### src/design/fcrl_pkg.sv
// constants, register map and helpers for the flash configuration register logic
package fcrl_pkg;
	// register byte offsets on the lite bus
	localparam logic [7:0] FCRL_OFF_CONFIG = 8'h00;
	localparam logic [7:0] FCRL_OFF_PROTECT = 8'h04;
	localparam logic [7:0] FCRL_OFF_COMMAND = 8'h08;
	localparam logic [7:0] FCRL_OFF_PROT_RANGE = 8'h0c;
	localparam logic [7:0] FCRL_OFF_PARAM_RANGE = 8'h10;
	// configuration_control field positions
	localparam int FCRL_BIT_LOCK = 0;
	localparam int FCRL_BIT_QUAD = 1;
	localparam int FCRL_BIT_PARAM_TOP = 2;
	localparam int FCRL_BIT_BP_VOLATILE = 3;
	localparam int FCRL_BIT_FROM_BOTTOM = 5;
	// command register bits
	localparam int FCRL_BIT_CMD_WREN = 0;
	localparam int FCRL_BIT_CMD_WRDIS = 1;
	// range register fields
	localparam int FCRL_BIT_PROT_NONE = 31;
	localparam int FCRL_BIT_PARAM_PRESENT = 24;
	// reset values
	localparam logic [7:0] FCRL_CONFIG_SHIP = 8'h00;
	localparam logic [2:0] FCRL_BP_SHIP = 3'h0;
	localparam logic [2:0] FCRL_BP_VOLATILE_RESET = 3'h7;
	// array geometry
	localparam logic [8:0] FCRL_SECTORS = 9'h100;
	localparam logic [23:0] FCRL_ARRAY_LAST = 24'hffffff;
	localparam logic [23:0] FCRL_PARAM_BYTES = 24'h020000;
	localparam int FCRL_PARAM_COUNT = 32;
	localparam logic [8:0] FCRL_BP_MIN_SECTORS = 9'h004;
	// bus responses
	localparam logic [1:0] FCRL_RESP_OKAY = 2'h0;
	localparam logic [1:0] FCRL_RESP_SLVERR = 2'h2;

	// protected 64 KB sectors for a block protect code
	function automatic logic [8:0] fcrl_prot_sectors(input logic [2:0] level);
		logic [8:0] cnt;
		cnt = 9'h000;
		if (level == 3'h7) begin
			cnt = FCRL_SECTORS;
		end else if (level != 3'h0) begin
			cnt = FCRL_BP_MIN_SECTORS << (level - 3'h1);
		end
		return cnt;
	endfunction : fcrl_prot_sectors
endpackage : fcrl_pkg

### src/design/fcrl_axil_slave.sv
// lite bus slave handshake: one write and one read in flight
`timescale 1ns/1ps
module fcrl_axil_slave import fcrl_pkg::*; (
	// clock and reset
	input wire logic clk,
	input wire logic rstn,
	// write channels
	input wire logic [7:0] awaddr,
	input wire logic awvalid,
	output logic awready,
	input wire logic [31:0] wdata,
	input wire logic [3:0] wstrb,
	input wire logic wvalid,
	output logic wready,
	output logic [1:0] bresp,
	output logic bvalid,
	input wire logic bready,
	// read channels
	input wire logic [7:0] araddr,
	input wire logic arvalid,
	output logic arready,
	output logic [31:0] rdata,
	output logic [1:0] rresp,
	output logic rvalid,
	input wire logic rready,
	// register side
	output logic wr_en,
	output logic [7:0] wr_addr,
	output logic [31:0] wr_data,
	output logic [3:0] wr_strb,
	input wire logic wr_hit,
	output logic [7:0] rd_addr,
	input wire logic [31:0] rd_data,
	input wire logic rd_hit
);
	logic rd_pend; // read address held, data next edge

	// write goes out once both halves are held and no response waits
	assign wr_en = !awready && !wready && !bvalid;

	// write address, data and response
	always_ff @(posedge clk) begin
		if (!rstn) begin
			awready <= 1'b1;
			wready <= 1'b1;
			bvalid <= 1'b0;
			bresp <= FCRL_RESP_OKAY;
			wr_addr <= 8'h00;
			wr_data <= 32'h0;
			wr_strb <= 4'h0;
		end else begin
			if (awvalid && awready) begin
				awready <= 1'b0;
				wr_addr <= awaddr;
			end
			if (wvalid && wready) begin
				wready <= 1'b0;
				wr_data <= wdata;
				wr_strb <= wstrb;
			end
			if (wr_en) begin
				bvalid <= 1'b1;
				bresp <= wr_hit ? FCRL_RESP_OKAY : FCRL_RESP_SLVERR;
				awready <= 1'b1;
				wready <= 1'b1;
			end else if (bvalid && bready) begin
				bvalid <= 1'b0;
			end
		end
	end

	// read address and data
	always_ff @(posedge clk) begin
		if (!rstn) begin
			arready <= 1'b1;
			rd_pend <= 1'b0;
			rd_addr <= 8'h00;
			rvalid <= 1'b0;
			rdata <= 32'h0;
			rresp <= FCRL_RESP_OKAY;
		end else if (arvalid && arready) begin
			arready <= 1'b0;
			rd_addr <= araddr;
			rd_pend <= 1'b1;
		end else if (rd_pend) begin
			rd_pend <= 1'b0;
			rvalid <= 1'b1;
			rdata <= rd_hit ? rd_data : 32'h0;
			rresp <= rd_hit ? FCRL_RESP_OKAY : FCRL_RESP_SLVERR;
		end else if (rvalid && rready) begin
			rvalid <= 1'b0;
			arready <= 1'b1;
		end
	end
endmodule : fcrl_axil_slave

### src/design/fcrl_region_map.sv
// protected sector range and parameter region placement
`timescale 1ns/1ps
module fcrl_region_map import fcrl_pkg::*; #(
	parameter bit UNIFORM_256 = 1'b0
) (
	// clock and reset
	input wire logic clk,
	input wire logic rstn,
	// settings
	input wire logic [2:0] block_protect_level,
	input wire logic protect_from_bottom,
	input wire logic param_sector_at_top,
	// registered map
	output logic prot_none,
	output logic [7:0] prot_first,
	output logic [7:0] prot_last,
	output logic param_present,
	output logic [23:0] param_base
);
	wire [8:0] prot_cnt = fcrl_prot_sectors(block_protect_level); // 64 KB sectors covered
	wire [8:0] top_first = FCRL_SECTORS - prot_cnt; // first sector when grown from top
	wire [8:0] bot_last = prot_cnt - 9'h001; // last sector when grown from bottom

	// code 001 covers 1/64, each step doubles, 111 covers all
	always_ff @(posedge clk) begin
		if (!rstn) begin
			prot_none <= 1'b1;
			prot_first <= 8'h00;
			prot_last <= 8'h00;
			param_present <= 1'b0;
			param_base <= 24'h0;
		end else begin
			prot_none <= (prot_cnt == 9'h000); // [RULE16]
			prot_first <= protect_from_bottom ? 8'h00 : top_first[7:0]; // [RULE13]
			prot_last <= protect_from_bottom ? bot_last[7:0] : 8'hff; // [RULE13]
			// small sectors sit at the chosen end; absent on the large uniform part
			param_present <= !UNIFORM_256; // [RULE10]
			param_base <= (param_sector_at_top && !UNIFORM_256) ?
				(FCRL_ARRAY_LAST - FCRL_PARAM_BYTES + 24'h1) : 24'h0; // [RULE7] [RULE8]
		end
	end
endmodule : fcrl_region_map

### src/design/fcrl_config_top.sv
// configuration register bank of a serial flash, reached over a lite bus
`timescale 1ns/1ps
//
// Contract
// RULE1 - lock refuses protect, direction, placement changes
// RULE2 - lock once set clears only at power-on
// RULE3 - unlocked register accepts writes including lock
// RULE4 - quad bit remaps two pins to data lanes
// RULE5 - single and dual reads still work in quad
// RULE6 - quad disables write-protect and pause functions
// RULE7 - thirty-two 4 KB parameter sectors, rest 64 KB
// RULE8 - placement bit one puts parameters on top
// RULE9 - placement, volatility, direction bits are set-once
// RULE10 - large uniform variant lacks placement bit
// RULE11 - host fixes placement and direction before programming
// RULE12 - volatile protect bits load 111 at power-on
// RULE13 - direction bit zero grows protection from top
// RULE14 - host avoids parameters and protection same end
// RULE15 - unused bits zero, shipped all zero
// RULE16 - code 001 covers 1/64, doubling up
// RULE17 - write enable latch clears after register write
// RULE18 - refused bits kept, permitted bits still applied
module fcrl_config_top import fcrl_pkg::*; #(
	parameter bit UNIFORM_256 = 1'b0 // large uniform sector variant
) (
	// clock and power-on reset
	input wire logic clk,
	input wire logic rstn,
	// returns the non-volatile cells to shipment state
	input wire logic nv_init_n,
	// lite bus write channels
	input wire logic [7:0] s_axi_awaddr,
	input wire logic s_axi_awvalid,
	output logic s_axi_awready,
	input wire logic [31:0] s_axi_wdata,
	input wire logic [3:0] s_axi_wstrb,
	input wire logic s_axi_wvalid,
	output logic s_axi_wready,
	output logic [1:0] s_axi_bresp,
	output logic s_axi_bvalid,
	input wire logic s_axi_bready,
	// lite bus read channels
	input wire logic [7:0] s_axi_araddr,
	input wire logic s_axi_arvalid,
	output logic s_axi_arready,
	output logic [31:0] s_axi_rdata,
	output logic [1:0] s_axi_rresp,
	output logic s_axi_rvalid,
	input wire logic s_axi_rready,
	// shared pins, sampled levels
	input wire logic write_protect_accel_pin_n,
	input wire logic pause_pin_n,
	// pin function select
	output logic data_lane_two,
	output logic data_lane_three,
	output logic write_protect_active,
	output logic pause_active,
	// permitted read kinds: single, dual output, dual io, quad
	output logic read_single_ok,
	output logic read_dual_out_ok,
	output logic read_dual_io_ok,
	output logic read_quad_ok,
	// protection map toward the array engine
	output logic prot_none,
	output logic [7:0] prot_first,
	output logic [7:0] prot_last,
	output logic [2:0] block_protect_level
);
	// register side of the bus slave
	logic wr_en; // one cycle write request
	logic [7:0] wr_addr; // byte address of the write
	logic [31:0] wr_data; // write data
	logic [3:0] wr_strb; // byte enables
	logic [7:0] rd_addr; // byte address of the read
	logic [31:0] rd_data; // selected read word

	// volatile state, reset by power-on
	logic lock; // freezes the protection setup
	logic write_enable_latch; // arms one register write
	logic [2:0] bp_volatile; // protect level when volatile

	// non-volatile cells, survive power-on reset
	logic quad_select; // pins act as data lanes
	logic param_sector_at_top; // parameter sectors at high addresses
	logic protect_bits_volatile; // protect level held in volatile copy
	logic protect_from_bottom; // protection grows from address zero
	logic [2:0] bp_nonvolatile; // protect level when non-volatile

	// map results
	logic param_present; // parameter region exists
	logic [23:0] param_base; // first byte of the parameter region

	// decode results for the slave, driven below
	logic wr_hit; // write address maps to a writable register
	logic rd_hit; // read address maps to any register

	// slave answers only from registers; a write lands one edge after
	// both halves are held, so the register side sees a one-cycle strobe
	fcrl_axil_slave fcrl_axil_slave_inst (
		.clk(clk),
		.rstn(rstn),
		.awaddr(s_axi_awaddr),
		.awvalid(s_axi_awvalid),
		.awready(s_axi_awready),
		.wdata(s_axi_wdata),
		.wstrb(s_axi_wstrb),
		.wvalid(s_axi_wvalid),
		.wready(s_axi_wready),
		.bresp(s_axi_bresp),
		.bvalid(s_axi_bvalid),
		.bready(s_axi_bready),
		.araddr(s_axi_araddr),
		.arvalid(s_axi_arvalid),
		.arready(s_axi_arready),
		.rdata(s_axi_rdata),
		.rresp(s_axi_rresp),
		.rvalid(s_axi_rvalid),
		.rready(s_axi_rready),
		.wr_en(wr_en),
		.wr_addr(wr_addr),
		.wr_data(wr_data),
		.wr_strb(wr_strb),
		.wr_hit(wr_hit),
		.rd_addr(rd_addr),
		.rd_data(rd_data),
		.rd_hit(rd_hit)
	);

	// map outputs trail the live level by one more edge; the array
	// engine should not act on them in the edge a level changes
	fcrl_region_map #(
		.UNIFORM_256(UNIFORM_256)
	) fcrl_region_map_inst (
		.clk(clk),
		.rstn(rstn),
		.block_protect_level(block_protect_level),
		.protect_from_bottom(protect_from_bottom),
		.param_sector_at_top(param_sector_at_top),
		.prot_none(prot_none),
		.prot_first(prot_first),
		.prot_last(prot_last),
		.param_present(param_present),
		.param_base(param_base)
	);

	// address decode, separate for each direction
	wire wr_cfg = wr_addr == FCRL_OFF_CONFIG;
	wire wr_bp = wr_addr == FCRL_OFF_PROTECT;
	wire wr_cmd = wr_addr == FCRL_OFF_COMMAND;
	// range registers are read-only, a write there is an error
	assign wr_hit = wr_cfg || wr_bp || wr_cmd;
	wire rd_cfg = rd_addr == FCRL_OFF_CONFIG;
	wire rd_bp = rd_addr == FCRL_OFF_PROTECT;
	wire rd_cmd = rd_addr == FCRL_OFF_COMMAND;
	wire rd_prot = rd_addr == FCRL_OFF_PROT_RANGE;
	wire rd_param = rd_addr == FCRL_OFF_PARAM_RANGE;
	assign rd_hit = rd_cfg || rd_bp || rd_cmd || rd_prot || rd_param;

	// a config or protect write only lands on the low byte lane with the latch armed; a command write needs only the lane
	wire lane0 = wr_strb[0];
	wire cfg_go = wr_en && wr_cfg && lane0 && write_enable_latch;
	wire bp_go = wr_en && wr_bp && lane0 && write_enable_latch;
	wire cmd_go = wr_en && wr_cmd && lane0;
	// only the low byte carries register bits; upper bytes are ignored
	wire [7:0] wd = wr_data[7:0];

	// next values of the configuration bits
	// lock can only rise; nothing but power-on brings it back
	wire next_lock = lock | wd[FCRL_BIT_LOCK]; // [RULE2] [RULE3]
	// quad select is not frozen by the lock, it may go either way
	wire next_quad = wd[FCRL_BIT_QUAD]; // [RULE3]
	// the freeze looks at the lock as it stood before the write, so one
	// write may set the lock and the bits it guards together
	// one-way bits: an accepted write only ORs in ones
	wire next_param_top = (lock || UNIFORM_256) ? param_sector_at_top :
		(param_sector_at_top | wd[FCRL_BIT_PARAM_TOP]); // [RULE1] [RULE9] [RULE10]
	wire next_bp_volatile_sel = protect_bits_volatile | wd[FCRL_BIT_BP_VOLATILE]; // [RULE9]
	wire next_from_bottom = lock ? protect_from_bottom :
		(protect_from_bottom | wd[FCRL_BIT_FROM_BOTTOM]); // [RULE1] [RULE9]

	// a locked protect write is refused but still spends the latch
	// the host has to arm the latch again after a refused write
	wire bp_take = bp_go && !lock; // [RULE1] [RULE18]

	// the stored level is kept while the volatile copy is live; only
	// factory init brings it back, since that clears the select too
	// which copy of the protect level is live
	wire [2:0] bp_live = protect_bits_volatile ? bp_volatile : bp_nonvolatile; // [RULE12]

	// range words come from the registered map, two edges behind a protect write and one behind a config write
	// read word assembly; unused and do-not-use positions read zero
	wire [7:0] cfg_word = {2'b00, protect_from_bottom, 1'b0, protect_bits_volatile,
		param_sector_at_top, quad_select, lock}; // [RULE15]
	wire [31:0] prot_word = {prot_none, 15'h0, prot_first, prot_last};
	wire [31:0] param_word = {7'h0, param_present, param_base};
	assign rd_data = rd_cfg ? {24'h0, cfg_word} :
		rd_bp ? {29'h0, block_protect_level} :
		rd_cmd ? {31'h0, write_enable_latch} :
		rd_prot ? prot_word :
		rd_param ? param_word : 32'h0;

	// volatile bits: lock falls at power-on only
	// factory init alone leaves the lock as it is
	always_ff @(posedge clk) begin
		if (!rstn) begin
			lock <= 1'b0; // [RULE2]
		end else if (cfg_go) begin
			lock <= next_lock; // [RULE2] [RULE3]
		end
	end

	// write enable latch: armed by command, spent by any register write
	// a command write never spends the latch itself
	always_ff @(posedge clk) begin
		if (!rstn) begin
			write_enable_latch <= 1'b0;
		end else if (cfg_go || bp_go) begin
			write_enable_latch <= 1'b0; // [RULE17]
		end else if (cmd_go && wd[FCRL_BIT_CMD_WRDIS]) begin
			// disable wins when both command bits are set
			write_enable_latch <= 1'b0;
		end else if (cmd_go && wd[FCRL_BIT_CMD_WREN]) begin
			write_enable_latch <= 1'b1;
		end
	end

	// volatile protect copy comes up fully protected
	// writes while non-volatile skip this copy, so a later switch to
	// volatile still starts from full protection
	always_ff @(posedge clk) begin
		if (!rstn) begin
			bp_volatile <= FCRL_BP_VOLATILE_RESET; // [RULE12]
		end else if (bp_take && protect_bits_volatile) begin
			bp_volatile <= wd[2:0];
		end
	end

	// non-volatile cells ignore power-on; only the init input ships them
	// cells take a write at once; no program time is modelled
	always_ff @(posedge clk) begin
		if (!nv_init_n) begin
			quad_select <= FCRL_CONFIG_SHIP[FCRL_BIT_QUAD]; // [RULE15]
			param_sector_at_top <= FCRL_CONFIG_SHIP[FCRL_BIT_PARAM_TOP];
			protect_bits_volatile <= FCRL_CONFIG_SHIP[FCRL_BIT_BP_VOLATILE];
			protect_from_bottom <= FCRL_CONFIG_SHIP[FCRL_BIT_FROM_BOTTOM];
		end else if (cfg_go) begin
			quad_select <= next_quad; // [RULE4]
			param_sector_at_top <= next_param_top; // [RULE8] [RULE18]
			protect_bits_volatile <= next_bp_volatile_sel; // [RULE9]
			protect_from_bottom <= next_from_bottom; // [RULE13] [RULE18]
		end
	end

	// non-volatile protect level, written only while not volatile
	always_ff @(posedge clk) begin
		if (!nv_init_n) begin
			bp_nonvolatile <= FCRL_BP_SHIP;
		end else if (bp_take && !protect_bits_volatile) begin
			bp_nonvolatile <= wd[2:0]; // [RULE12]
		end
	end

	// pin functions: quad turns the two shared pins into data lanes and
	// drops their protect and pause roles; registered so outputs are clean
	// the pins are taken as synchronous; there is no metastability guard
	always_ff @(posedge clk) begin
		if (!rstn) begin
			data_lane_two <= 1'b0;
			data_lane_three <= 1'b0;
			write_protect_active <= 1'b0;
			pause_active <= 1'b0;
		end else begin
			data_lane_two <= quad_select; // [RULE4]
			data_lane_three <= quad_select; // [RULE4]
			write_protect_active <= !quad_select && !write_protect_accel_pin_n; // [RULE6]
			pause_active <= !quad_select && !pause_pin_n; // [RULE6]
		end
	end

	// read kinds: the narrow reads never depend on the quad bit
	// quad reads wait for the quad bit so the lanes are never contended
	always_ff @(posedge clk) begin
		if (!rstn) begin
			read_single_ok <= 1'b0;
			read_dual_out_ok <= 1'b0;
			read_dual_io_ok <= 1'b0;
			read_quad_ok <= 1'b0;
		end else begin
			read_single_ok <= 1'b1; // [RULE5]
			read_dual_out_ok <= 1'b1; // [RULE5]
			read_dual_io_ok <= 1'b1; // [RULE5]
			read_quad_ok <= quad_select;
		end
	end

	// live protect level toward the array, one cycle behind the cells
	// reset shows full protection on this level, while the map resets to prot_none
	always_ff @(posedge clk) begin
		if (!rstn) begin
			block_protect_level <= FCRL_BP_VOLATILE_RESET;
		end else begin
			block_protect_level <= bp_live; // [RULE12]
		end
	end
endmodule : fcrl_config_top

### config.mk
export PLATFORM = sky130hd
export DESIGN_NAME = fcrl_config_top
export DESIGN_NICKNAME = d
export VERILOG_FILES = /design/src/design/fcrl_pkg.sv /design/src/design/fcrl_axil_slave.sv /design/src/design/fcrl_region_map.sv /design/src/design/fcrl_config_top.sv
export SDC_FILE = /design/constraint.sdc
export NUM_CORES = 1
export LEC_CHECK = 0
export ABC_AREA = 1
export ABC_CLOCK_PERIOD_IN_PS = 1650
export BUFFER_PORTS_ARGS = -buffer_cell sky130_fd_sc_hd__clkbuf_2
export CORE_AREA = 2 2 91 84
export CTS_BUF_LIST = sky130_fd_sc_hd__clkbuf_16
export DETAILED_ROUTE_END_ITERATION = 12
export DIE_AREA = 0 0 93 86
export GPL_TIMING_DRIVEN = 0
export PLACE_DENSITY = 0.78
export SYNTH_ARGS = -nofsm -noshare
export SYNTH_HDL_FRONTEND = slang
export SYNTH_SLANG_ARGS = --single-unit
### constraint.sdc
create_clock -name clk -period 1.65 [get_ports clk]
set_clock_uncertainty 0.2 [all_clocks]
set_input_delay 0.0825 -clock clk [delete_from_list [all_inputs] [get_ports clk]]
set_output_delay 0.0825 -clock clk [all_outputs]
set_load 0.05 [all_outputs]
==> results.json <==
{
  "detail_route.first_pass.iterations": 5,
  "clkTransAtPathRegs_ns": 0.06,
  "chipHeight_um": 86,
  "hpwl_um": 5550,
  "remaining_global_route_overflow": 0,
  "io_pins": 131,
  "design_area_um2": 4510,
  "tritoncts.num_buffers": 9,
  "clock-sinks": 81,
  "fill_cells": 610,
  "count_of_routing_violations_after_the_opening_detailed_route_iteration": 101,
  "critical_path.cell_chain": "inv_1 > nor2_2 > nand2_1 > ha_2 > nand2_1 > o22ai_2 > nand2_1 > nand2_1",
  "required_ns": 1.66,
  "timing.critical_path.slowest_stage_cell": "sky130_fd_sc_hd__dfxtp_2",
  "post_synth_instance_area_um2": 3290,
  "min-delay-start": "s_axi_arvalid",
  "criticalPathCategory": "reg2reg",
  "min_path_type": "in2reg",
  "critPathArrivalTime_ns": 1.55,
  "p_leak_uw": 0.00213,
  "area_post_placement_um2": 3890,
  "clk-insertion-delay-late_ns": 0.33,
  "start_point_of_the_critical_path": "block_protect_level[0]",
  "timing.critical_path.to_type": "register",
  "final_nets": 622,
  "cts-root-to-sink-buffers": 2,
  "grt_antenna_before_repair": 0,
  "synth_warnings": 0,
  "via_count": 3120,
  "critical-path-top-cell-by-count": "sky130_fd_sc_hd__nand2_1",
  "area_growth_syn_to_layout_pct": 37.4,
  "antenna_left": 0,
  "h_tree_depth": 3,
  "yosys_register_bits": 81,
  "post-route-min-period_ns": 1.54,
  "quantity_of_i_o_buffers_inserted_on_ports": 87,
  "finalSetupViolCount": 0,
  "timing.critical_path.slowest_cell_delay_ns": 0.36,
  "unrepaired_setup_endpoints_after_global_routing": "yes",
  "ranking_of_synthesized_cells_by_area": "sky130_fd_sc_hd__dfxtp_1 49%, sky130_fd_sc_hd__nand2_1 9.1%, sky130_fd_sc_hd__nor2_1 5.8%",
  "async_flop_share_pct": 0,
  "tot_gr_track_use_pct": 19.9,
  "max_freq_mhz": 649,
  "run_status": "complete, but fails checks",
  "synth.largest_area_cell": "sky130_fd_sc_hd__dfxtp_1",
  "synth-edff-count": 0,
  "post-synth-top-count-cell": "sky130_fd_sc_hd__dfxtp_1",
  "min_delay_path_depth": 4,
  "cts.root.buffer_cell": "sky130_fd_sc_hd__clkbuf_16",
  "detail_route.drc_violations": 0,
  "postSynth.topFlopCell": "sky130_fd_sc_hd__dfxtp_1",
  "synth_commonest_cells": "81 x sky130_fd_sc_hd__dfxtp_1, 80 x sky130_fd_sc_hd__nand2_1, 51 x sky130_fd_sc_hd__nor2_1, 36 x sky130_fd_sc_hd__a21oi_1, 27 x sky130_fd_sc_hd__inv_1",
  "violations": "hold timing",
  "synthCells": 416,
  "worst_hold_slack_ns": -0.0177,
  "min_period_over_period_pct": 93.3,
  "route.detailed.wl_per_inst_um": 12.0,
  "synth-seq-area-share_pct": 49.4,
  "gpl.final_weighted_congestion": 0.919,
  "grt_start_max_net_pins": 14,
  "crit_path_max_fanout": 5,
  "post-synth-top-area-fraction_pct": 49.4,
  "antennaDiodeCount": 0,
  "regToRegStartpoint": "block_protect_level[0]",
  "critPathLaunchType": "register",
  "syn_area_per_cell_um2": 7.90,
  "coreArea_um2": 6970,
  "cts_tree": "built",
  "grt_pass1_vias": 2920,
  "initial_core_util_pct": 47.2,
  "std_cell_rows": 29,
  "reg2regPathDepth": 8,
  "finalMaxSlewViolations": 0,
  "power_uw": 4650,
  "detail_route.vias_per_cell": 4.75,
  "final_layout_size_suffix_gt1_share_pct": 31.7,
  "dieArea_um2": 8000,
  "timing_hold_violations_final": 6,
  "die_width_um": 93,
  "yosysUniqueCellTypes": 34,
  "worst_ir_drop_on_vdd_mv": 0.547,
  "drt_wl_total_um": 7890,
  "p_per_area_nw_per_um2": 1030,
  "global_route_wire_length_before_repair_um": 12500,
  "max-cap-violations": 0
}
-- final timing paths --
| check | slack (ns) | end |
|---|---|---|
| worst max-delay path | 0.11 | fcrl_region_map_inst.prot_last[6] |
| worst min-delay path | -0.02 | fcrl_axil_slave_inst.rd_addr[1] |
| worst max register to register | 0.11 | fcrl_region_map_inst.prot_last[6] |
| worst min register to register | 0.26 | fcrl_axil_slave_inst.rdata[13] |
-- stage by stage --
stage | util [%] | cells | worst slack (ns) | setup TNS, ns
after global placement | 55.8 | 608 | 0.0919 | 0
after CTS | 63.9 | 654 | 0.0106 | 0
after detailed placement | 55.8 | 608 | 0.0407 | 0
after floorplan | - | 428 | -0.00697 | -0.00697
after global routing | 64.8 | 657 | -0.0108 | -0.0202
final | 64.8 | 657 | 0.110 | 0
-- cell usage in the layout, fill, tap and decap left out, types with 4 or more instances in the layout --
master                          count
sky130_fd_sc_hd__a21oi_1           36
sky130_fd_sc_hd__buf_4             26
sky130_fd_sc_hd__clkbuf_16          9
sky130_fd_sc_hd__clkbuf_2          90
sky130_fd_sc_hd__conb_1            13
sky130_fd_sc_hd__dfxtp_1           76
sky130_fd_sc_hd__dfxtp_2            5
sky130_fd_sc_hd__dlygate4sd3_1     30
sky130_fd_sc_hd__inv_1             28
sky130_fd_sc_hd__inv_2             11
sky130_fd_sc_hd__nand2_1           80
sky130_fd_sc_hd__nand2_2            4
sky130_fd_sc_hd__nand3_1           24
sky130_fd_sc_hd__nor2_1            49
sky130_fd_sc_hd__nor2_2             4
sky130_fd_sc_hd__nor2_4             4
sky130_fd_sc_hd__nor3_1             5
sky130_fd_sc_hd__nor3_2             7
sky130_fd_sc_hd__o21ai_0           26
-- power by group --
group	switching, µW	internal [µW]
sequential	67.3	2050
combinational	522	241
clock	761	1000
total	1350	3300
-- critical path, delay by kind of cell, from the launching register on --
family | cells | cell delay (ns)
buf+inv | 1 | 0.09
fa+ha+maj | 1 | 0.24
compound gates | 1 | 0.07
flops | 1 | 0.36
simple gates | 5 | 0.46
-- metal layers --
metal  track usage (%)  vias to the layer above  wire [µm]
li1                  -                     1601          -
met1              23.0                     1392       3360
met2              35.4                      106       3890
met3              4.22                       21        415
met4              8.82                        0        224
met5                 0                        -          0
-- flip-flops by register name, indices dropped and copies added (netlist names), 3 cells and up --
| name | cells |
|---|---|
| fcrl_axil_slave_inst.rdata | 17 |
| fcrl_axil_slave_inst.rd_addr | 8 |
| fcrl_axil_slave_inst.wr_addr | 8 |
| fcrl_region_map_inst.prot_last | 7 |
| fcrl_region_map_inst.prot_first | 6 |
| fcrl_axil_slave_inst.wr_data | 5 |
| block_protect_level | 3 |
| bp_nonvolatile | 3 |
| bp_volatile | 3 |
-- repair_timing --
action	in CTS	in global routing
setup endpoints to repair	0	31
resized for setup	0	14
buffers inserted	0	2
hold endpoints to repair	37	0
hold buffers	30	0
-- cell families after synthesis --
kind of cell | after synthesis | synth area share, %
AND/OR/NAND/NOR | 183 | 26.0
XOR/XNOR | 2 | 0.533
buffers and inverters | 74 | 11.7
flip-flops | 81 | 49.4
AO/OA/AOI/OAI | 74 | 11.9
adder cells (fa/ha/maj) | 1 | 0.381
other | 1 | 0.114
-- final cells by class --
| type | count | area [µm²] | share of cell area, % |
|---|---|---|---|
| inverter | 39 | 150 | 3.33 |
| multi-input combinational | 274 | 1360 | 30.2 |
| tap | 93 | 116 | 2.58 |
| buffer | 35 | 243 | 5.38 |
| clock inverter | 7 | 38.8 | 0.859 |
| timing repair buffer | 119 | 751 | 16.6 |
| clock buffer | 9 | 225 | 4.99 |
| sequential | 81 | 1630 | 36.1 |
No activity file was read; power rests on OpenSTA's default activity.
